**src/include/pmsa_pkg.sv**
```systemverilog
// ----------------------------------------------------------------
// Management view constants
// ----------------------------------------------------------------
package pmsa_pkg;

  // ----------------------------------------------------------------
  // 16-bit management register indices
  // ----------------------------------------------------------------
  localparam logic [4:0] MII_IDX_BASIC_STAT = 5'h01;
  localparam logic [4:0] MII_IDX_IDENT_UPPER = 5'h02;
  localparam logic [4:0] MII_IDX_IDENT_LOWER = 5'h03;
  localparam logic [4:0] MII_IDX_NEG_OFFER = 5'h04;
  localparam logic [4:0] MII_IDX_PARTNER = 5'h05;

  // ----------------------------------------------------------------
  // 8-bit port register addresses
  // ----------------------------------------------------------------
  localparam logic [7:0] PORT_ADDR_CTRL = 8'h1C;
  localparam logic [7:0] PORT_ADDR_STAT0 = 8'h1E;
  localparam logic [7:0] PORT_ADDR_STAT1 = 8'h1F;

  // ----------------------------------------------------------------
  // Port control byte fields and reset
  // ----------------------------------------------------------------
  localparam int CTRL_NEG_EN_BIT = 7;
  localparam int CTRL_PAUSE_BIT = 4;
  localparam int CTRL_ABIL_LSB = 0;
  localparam logic [7:0] CTRL_RESET = 8'h9F;

  // ----------------------------------------------------------------
  // Port status byte fields
  // ----------------------------------------------------------------
  localparam int STAT0_DONE_BIT = 6;
  localparam int STAT0_LINK_BIT = 5;
  localparam int STAT1_FAULT_BIT = 0;

  // ----------------------------------------------------------------
  // 16-bit word fields
  // ----------------------------------------------------------------
  localparam int BS_DONE_BIT = 5;
  localparam int BS_FAULT_BIT = 4;
  localparam int BS_ABLE_BIT = 3;
  localparam int BS_LINK_BIT = 2;
  localparam logic [4:0] BS_FIXED_HI = 5'h0F;
  localparam int OFR_PAUSE_BIT = 10;
  localparam int OFR_ABIL_LSB = 5;
  localparam logic [4:0] OFR_SELECTOR = 5'h01;
  localparam logic [15:0] WORD_ZERO = 16'h0000;
  localparam logic [7:0] BYTE_ZERO = 8'h00;

  // ----------------------------------------------------------------
  // Reset value of the partner abilities
  // ----------------------------------------------------------------
  localparam logic [4:0] PARTNER_RESET = 5'h00;

endpackage : pmsa_pkg

```
**src/include/pmsa_view_if.sv**
```systemverilog
`timescale 1ns/1ps
// ----------------------------------------------------------------
// Shared storage handed to the read formatter
// ----------------------------------------------------------------
interface pmsa_view_if;
  logic [7:0] ctrl;
  logic done;
  logic link;
  logic fault;
  logic [4:0] partner;

  modport src (output ctrl, output done, output link, output fault,
               output partner);
  modport dst (input ctrl, input done, input link, input fault,
               input partner);
endinterface : pmsa_view_if

```
**src/hw/pmsa_read_fmt.sv**
```systemverilog
`timescale 1ns/1ps
// ----------------------------------------------------------------
// Builds the 16-bit and 8-bit read views from one set of storage
// ----------------------------------------------------------------
module pmsa_read_fmt #(
  parameter logic [15:0] IDENT_UPPER = 16'hA5A5,
  parameter logic [15:0] IDENT_LOWER = 16'h5A5A
) (
  // Storage
  pmsa_view_if.dst view,
  // Read addresses
  input wire logic [4:0] mgmt_reg_index_i,
  input wire logic [7:0] port_addr_i,
  // Read data
  output logic [15:0] mii_word_o,
  output logic [7:0] port_byte_o
);

  always_comb begin
    mii_word_o = pmsa_pkg::WORD_ZERO;
    unique case (mgmt_reg_index_i)
      pmsa_pkg::MII_IDX_BASIC_STAT: begin
        mii_word_o[15:11] = pmsa_pkg::BS_FIXED_HI;
        mii_word_o[0] = 1'b0;
        mii_word_o[pmsa_pkg::BS_DONE_BIT] = view.done;
        mii_word_o[pmsa_pkg::BS_FAULT_BIT] = view.fault;
        mii_word_o[pmsa_pkg::BS_ABLE_BIT] =
          view.ctrl[pmsa_pkg::CTRL_NEG_EN_BIT];
        mii_word_o[pmsa_pkg::BS_LINK_BIT] = view.link;
      end
      pmsa_pkg::MII_IDX_IDENT_UPPER: mii_word_o = IDENT_UPPER;
      pmsa_pkg::MII_IDX_IDENT_LOWER: mii_word_o = IDENT_LOWER;
      pmsa_pkg::MII_IDX_NEG_OFFER: begin
        mii_word_o[pmsa_pkg::OFR_PAUSE_BIT] =
          view.ctrl[pmsa_pkg::CTRL_PAUSE_BIT];
        mii_word_o[pmsa_pkg::OFR_ABIL_LSB +: 4] =
          view.ctrl[pmsa_pkg::CTRL_ABIL_LSB +: 4];
        mii_word_o[4:0] = pmsa_pkg::OFR_SELECTOR;
      end
      pmsa_pkg::MII_IDX_PARTNER: begin
        mii_word_o[pmsa_pkg::OFR_PAUSE_BIT] = view.partner[4];
        mii_word_o[pmsa_pkg::OFR_ABIL_LSB +: 4] =
          view.partner[3:0];
      end
      default: mii_word_o = pmsa_pkg::WORD_ZERO;
    endcase
  end

  always_comb begin
    port_byte_o = pmsa_pkg::BYTE_ZERO;
    unique case (port_addr_i)
      pmsa_pkg::PORT_ADDR_CTRL: port_byte_o = view.ctrl;
      pmsa_pkg::PORT_ADDR_STAT0: begin
        port_byte_o[pmsa_pkg::STAT0_DONE_BIT] = view.done;
        port_byte_o[pmsa_pkg::STAT0_LINK_BIT] = view.link;
        port_byte_o[4:0] = view.partner;
      end
      pmsa_pkg::PORT_ADDR_STAT1:
        port_byte_o[pmsa_pkg::STAT1_FAULT_BIT] = view.fault;
      default: port_byte_o = pmsa_pkg::BYTE_ZERO;
    endcase
  end

endmodule : pmsa_read_fmt

```
**src/hw/pmsa_regs.sv**
```systemverilog
`timescale 1ns/1ps
// Contract
// Basic status bit 11 is read-only and always reads 1.
// Basic status bit 5 shows negotiation done; resets to 0.
// Basic status bit 4 shows far-end fault; resets to 0.
// Basic status bit 3 reflects the negotiation-enable control bit.
// Basic status bit 2 shows link up; resets to 0.
// Basic status bit 0 always reads 0.
// Index 2 reads the fixed upper identifier word.
// Index 3 reads the fixed lower identifier word.
// The offer register sits at index 4.
// Offer bit 10 is pause, read-write, resets to 1.
// Offer bit 8 is 100 full, read-write, resets to 1.
// Offer bit 7 is 100 half, read-write, resets to 1.
// Offer bit 6 is 10 full, read-write, resets to 1.
// Offer bit 5 is 10 half, read-write, resets to 1.
// The partner register sits at index 5, from the last negotiation.
// Partner bit 10 is pause, read-only, resets to 0.
// Partner bit 8 is 100 full, read-only, resets to 0.
// Partner bit 7 is 100 half, read-only, resets to 0.
// Partner bit 6 is 10 full, read-only, resets to 0.
// Basic status bits 14 to 12 read 1, bit 15 reads 0.
// Partner bit 5 is 10 half, read-only, resets to 0.
// Each field and its byte alias share one storage bit.
// Reserved and fixed bits ignore writes and read fixed values. A byte write to the control byte stores bits 6 and 5, which read back.
// Station writes offer first, then polls done before partner reads.
module pmsa_regs #(
  parameter logic [15:0] IDENT_UPPER = 16'hA5A5, // Arbitrary value
  parameter logic [15:0] IDENT_LOWER = 16'h5A5A // Arbitrary value
) (
  // Clock and reset
  input wire logic clk_i,
  input wire logic reset_n_i,
  // 16-bit management access
  input wire logic [4:0] mgmt_reg_index_i,
  input wire logic mii_rd_i,
  input wire logic mii_wr_i,
  input wire logic [15:0] mii_wdata_i,
  output logic [15:0] mii_rdata_o,
  output logic mii_rvalid_o,
  // 8-bit port register access
  input wire logic [7:0] port_addr_i,
  input wire logic port_rd_i,
  input wire logic port_wr_i,
  input wire logic [7:0] port_wdata_i,
  output logic [7:0] port_rdata_o,
  output logic port_rvalid_o,
  // Line state from the PHY
  input wire logic negotiation_done_i,
  input wire logic link_good_i,
  input wire logic far_end_fault_i,
  input wire logic [4:0] partner_abil_i,
  // Control toward the PHY
  output logic negotiation_able_o,
  output logic [4:0] offer_o
);

  // ----------------------------------------------------------------
  // State
  // ----------------------------------------------------------------
  typedef struct packed {
    logic [7:0] ctrl;
    logic done;
    logic link;
    logic fault;
    logic [4:0] partner;
    logic [15:0] mii_rdata;
    logic mii_rvalid;
    logic [7:0] port_rdata;
    logic port_rvalid;
  } pmsa_state_t;

  pmsa_state_t st_ff;
  pmsa_state_t nxt_st;
  logic [15:0] mii_word;
  logic [7:0] port_byte;

  pmsa_view_if view ();

  assign view.ctrl = st_ff.ctrl;
  assign view.done = st_ff.done;
  assign view.link = st_ff.link;
  assign view.fault = st_ff.fault;
  assign view.partner = st_ff.partner;

  // ----------------------------------------------------------------
  // Read formatting
  // ----------------------------------------------------------------
  pmsa_read_fmt #(
    .IDENT_UPPER(IDENT_UPPER),
    .IDENT_LOWER(IDENT_LOWER)
  ) u_fmt (
    .view(view.dst),
    .mgmt_reg_index_i(mgmt_reg_index_i),
    .port_addr_i(port_addr_i),
    .mii_word_o(mii_word),
    .port_byte_o(port_byte)
  );

  // ----------------------------------------------------------------
  // Next state
  // ----------------------------------------------------------------
  always_comb begin
    nxt_st = st_ff;
    // Status mirrors follow the line every cycle
    nxt_st.done = negotiation_done_i;
    nxt_st.link = link_good_i;
    nxt_st.fault = far_end_fault_i;
    // Partner abilities are caught when negotiation completes
    if (negotiation_done_i && !st_ff.done) begin
      nxt_st.partner = partner_abil_i;
    end
    // Only the writable offer bits are taken from a 16-bit write
    if (mii_wr_i && mgmt_reg_index_i == pmsa_pkg::MII_IDX_NEG_OFFER) begin
      nxt_st.ctrl[pmsa_pkg::CTRL_PAUSE_BIT] =
        mii_wdata_i[pmsa_pkg::OFR_PAUSE_BIT];
      nxt_st.ctrl[pmsa_pkg::CTRL_ABIL_LSB +: 4] =
        mii_wdata_i[pmsa_pkg::OFR_ABIL_LSB +: 4];
    end
    // A byte write in the same cycle lands last
    if (port_wr_i && port_addr_i == pmsa_pkg::PORT_ADDR_CTRL) begin
      nxt_st.ctrl = port_wdata_i;
    end
    nxt_st.mii_rvalid = mii_rd_i;
    nxt_st.port_rvalid = port_rd_i;
    nxt_st.mii_rdata = mii_rd_i ? mii_word : st_ff.mii_rdata;
    nxt_st.port_rdata = port_rd_i ? port_byte : st_ff.port_rdata;
    if (!reset_n_i) begin
      nxt_st.ctrl = pmsa_pkg::CTRL_RESET;
      nxt_st.done = 1'b0;
      nxt_st.link = 1'b0;
      nxt_st.fault = 1'b0;
      nxt_st.partner = pmsa_pkg::PARTNER_RESET;
      nxt_st.mii_rdata = pmsa_pkg::WORD_ZERO;
      nxt_st.mii_rvalid = 1'b0;
      nxt_st.port_rdata = pmsa_pkg::BYTE_ZERO;
      nxt_st.port_rvalid = 1'b0;
    end
  end

  always_ff @(posedge clk_i) begin
    st_ff <= nxt_st;
  end

  // ----------------------------------------------------------------
  // Outputs
  // ----------------------------------------------------------------
  assign mii_rdata_o = st_ff.mii_rdata;
  assign mii_rvalid_o = st_ff.mii_rvalid;
  assign port_rdata_o = st_ff.port_rdata;
  assign port_rvalid_o = st_ff.port_rvalid;
  assign negotiation_able_o = st_ff.ctrl[pmsa_pkg::CTRL_NEG_EN_BIT];
  assign offer_o = {st_ff.ctrl[pmsa_pkg::CTRL_PAUSE_BIT],
                    st_ff.ctrl[pmsa_pkg::CTRL_ABIL_LSB +: 4]};

  logic rd_stat;
  logic rd_offer;
  logic rd_partner;
  logic wr_offer;
  assign rd_stat = mii_rd_i
                   && mgmt_reg_index_i == pmsa_pkg::MII_IDX_BASIC_STAT;
  assign rd_offer = mii_rd_i
                    && mgmt_reg_index_i == pmsa_pkg::MII_IDX_NEG_OFFER;
  assign rd_partner = mii_rd_i
                      && mgmt_reg_index_i == pmsa_pkg::MII_IDX_PARTNER;
  assign wr_offer = mii_wr_i
                    && mgmt_reg_index_i == pmsa_pkg::MII_IDX_NEG_OFFER;
endmodule : pmsa_regs

```
**config.mk**
```make
export PLATFORM = sky130hd
export DESIGN_NAME = pmsa_regs
export DESIGN_NICKNAME = d
export VERILOG_FILES = /design/src/include/pmsa_pkg.sv /design/src/include/pmsa_view_if.sv /design/src/hw/pmsa_read_fmt.sv /design/src/hw/pmsa_regs.sv
export SDC_FILE = /design/constraint.sdc
export NUM_CORES = 1
export LEC_CHECK = 0
export ABC_CLOCK_PERIOD_IN_PS = 2450
export BUFFER_PORTS_ARGS = -buffer_cell sky130_fd_sc_hd__buf_2
export CORE_MARGIN = 4
export CORE_UTILIZATION = 50
export DETAILED_ROUTE_END_ITERATION = 8
export GPL_TIMING_DRIVEN = 0
export PLACE_DENSITY = 0.9
export SKIP_CTS_REPAIR_TIMING = 1
export SYNTH_ARGS = -nofsm -noshare
export SYNTH_HDL_FRONTEND = slang
export SYNTH_SLANG_ARGS = --single-unit
```
**constraint.sdc**
```tcl
create_clock -name clk_i -period 2.45 [get_ports clk_i]
set_input_delay 0.1225 -clock clk_i [delete_from_list [all_inputs] [get_ports clk_i]]
set_output_delay 0.1225 -clock clk_i [all_outputs]
set_load 0.1 [all_outputs]
```
==> impl_metrics.json <==
{
  "status": "finished with violations",
  "violations": "negative hold slack",
  "port_buffers": 69,
  "cts.sinks": 39,
  "synth.distinct_cells": 29,
  "coreArea_um2": 3420,
  "worst_pin_slew_ns": 0.582,
  "drc": 0,
  "period_minus_slack_ns": 1.50,
  "first_pass_iters": 4,
  "drt-initial-drc-count": 64,
  "holdWs_ns": -0.00750,
  "async_flop_share_pct": 0,
  "cpPeakStageDelay_ns": 0.53,
  "cts_htree_levels": 2,
  "place_congestion": 0.781,
  "critPathMaxFanout": 9,
  "skew_ns": 0.00596,
  "num_io_pins": 83,
  "vdd_drop_max_v": 0.000401,
  "ys.warnings.count": 0,
  "antenna_found_initial": 0,
  "cts_made_buffers": 5,
  "grt_max_degree": 12,
  "clk_pin_slew_ns": 0.11,
  "slowest_stage": "nand4_1",
  "cap_violations": 0,
  "viasPerCell": 5.13,
  "cp.required_ns": 2.75,
  "hold_viol": 2,
  "synthFlopType": "dfxtp_1",
  "setup_viol_count_final": 0,
  "fill_cells": 307,
  "clock_path_buffers": 2,
  "utilization_pct": 67.7,
  "worstPathArrival_ns": 1.80,
  "grt_use_total_pct": 21.3,
  "crit_type": "in2reg",
  "rsz0062_at_grt": "false",
  "slew_viol_final": 0,
  "syn_nets": 240,
  "post_drt_wl_per_cell_um": 14.5,
  "syn_area_um2": 1800,
  "synth_top_cell_by_area": "dfxtp_1",
  "max_freq_mhz": 667,
  "die-area_um2": 4620,
  "p_per_area_nw_per_um2": 531,
  "die_height_um": 68.0,
  "cts_tree": "done",
  "worstHoldPathType": "in2reg",
  "overflow": 0,
  "slew_headroom_pct": 61.2,
  "fin_crit_sh_pct": 61.2,
  "antenna_left": 0,
  "wl_um": 4580,
  "antenna_cells": 0,
  "finalPower_uw": 1230,
  "die_x_um": 68.0,
  "grt_first_pass_wirelength_um": 7260,
  "clk_latency_ns": 0.36,
  "end_kind": "flop",
  "fin_tns_setup_ns": 0,
  "path_cells": "buf_2 > nor4b_1 > nand4_1 > and2_1 > a21oi_1",
  "startpoint_type": "primary input",
  "synth_cells": 189,
  "final_nets": 320,
  "p_leak_uw": 0.00106,
  "ys_ff_latch": 39,
  "synth_top_area_share_pct": 43.4,
  "root_buffer": "clkbuf_4",
  "avgSynthCellArea_um2": 9.53,
  "layout-drive-gt1-share_pct": 32.2,
  "grt_pass1_vias": 1552,
  "hpwlAfterDp_um": 3500,
  "synth_edf_count": 0,
  "num_vias": 1620,
  "area_delta_synth_final_pct": 28.4,
  "yosysSeqAreaShare_pct": 43.4,
  "ys_top_cells_by_area": "dfxtp_1 43%, mux2i_1 13%, and2_1 5.6%, nor2b_1 4.2%, buf_4 3.3%",
  "start_util_pct": 52.7,
  "core.rowCount": 21
}
## Yosys cell counts (5+ instances only)
master and n:
dfxtp_1 39, mux2i_1 24, and2_1 16, nor2b_1 12, a21oi_1 11, clkbuf_1 9
buf_4 8, inv_1 8, a21boi_0 7, nand2b_1 7, o22ai_1 7, o21ai_0 6
nor3b_1 5
## cells by family after synthesis
group	synth area share (%)
compound gates	14.7
flops	43.4
mux	14.0
buf+inv	6.88
simple gates	21.1
## sequential cells by signal (all words and copies together), names as in the netlist
| signal | count |
|---|---|
| mii_rdata_o | 13 |
| port_rdata_o | 8 |
| view.ctrl | 8 |
| view.partner | 5 |
| mii_rvalid_o | 1 |
| port_rvalid_o | 1 |
| view.done | 1 |
| view.fault | 1 |
| view.link | 1 |
## final cells by class
type | count | area [um2] | area share, %
timing repair buffer | 73 | 385 | 16.7
sequential | 39 | 781 | 33.8
clock buffer | 8 | 68.8 | 2.98
inverter | 8 | 30.0 | 1.30
buffer | 17 | 93.8 | 4.06
multi-input combinational | 125 | 896 | 38.7
tap | 46 | 57.6 | 2.49
## per-layer routing
layer	routed length, um	global-route usage (%)	vias up
met5	0	0	-
met4	102	9.18	0
met3	475	7.39	12
met2	2210	35.1	75
met1	1800	24.9	724
li1	-	-	809
## worst max-delay path: cells and delay by family
kind	cells	cell delay (ns)
AO/OA/AOI/OAI	1	0.15
buffers and inverters	1	0.10
AND/OR/NAND/NOR	3	1.43
## cell usage in the layout (no fill, tap or decap), types with 2 or more instances in the layout
cell type,count
buf_4,8
nand2b_1,7
a22o_1,4
nand4_1,2
nand3_1,3
mux2i_1,24
nand2_1,4
a21boi_0,7
nor3b_1,5
a21oi_1,11
buf_2,69
o22ai_1,7
and2b_1,2
o211ai_1,3
o21ai_0,6
clkbuf_8,2
dlygate4sd3_1,4
nor2b_1,12
inv_1,8
dfxtp_1,39
nor2_1,3
and2_1,16
clkbuf_4,5
clkbuf_1,10
## where the power goes
group / total [uW] / internal (uW) / switching [uW] / leakage (uW)
clock: 382 / 169 / 213 / 0.0000386
combinational: 188 / 71.4 / 116 / 0.000700
sequential: 657 / 648 / 9.46 / 0.000317
total: 1230 / 888 / 339 / 0.00106
## per-stage QoR
| stage | instance area [um2] | std cells | setup WS [ns] |
|---|---|---|---|
| floorplan | 1800 | 189 | 0.937 |
| global placement | 2200 | 304 | 0.682 |
| detailed placement | 2200 | 304 | 0.615 |
| CTS | 2270 | 312 | 0.976 |
| global route | 2310 | 316 | 0.812 |
| finish | 2310 | 316 | 0.951 |
## worst paths after layout
kind / startpoint / end / slack, ns / cells past startpoint
worst max-delay path: port_addr_i[5] / view.ctrl[1] / 0.95 / 5
worst min-delay path: port_wdata_i[2] / view.ctrl[2] / -0.008 / 3
worst max register to register: view.done / view.partner[4] / 1.22 / 4
worst min register to register: mii_rdata_o[0] / mii_rdata_o[0] / 0.46 / 2
(Power assumes the default switching activity.)
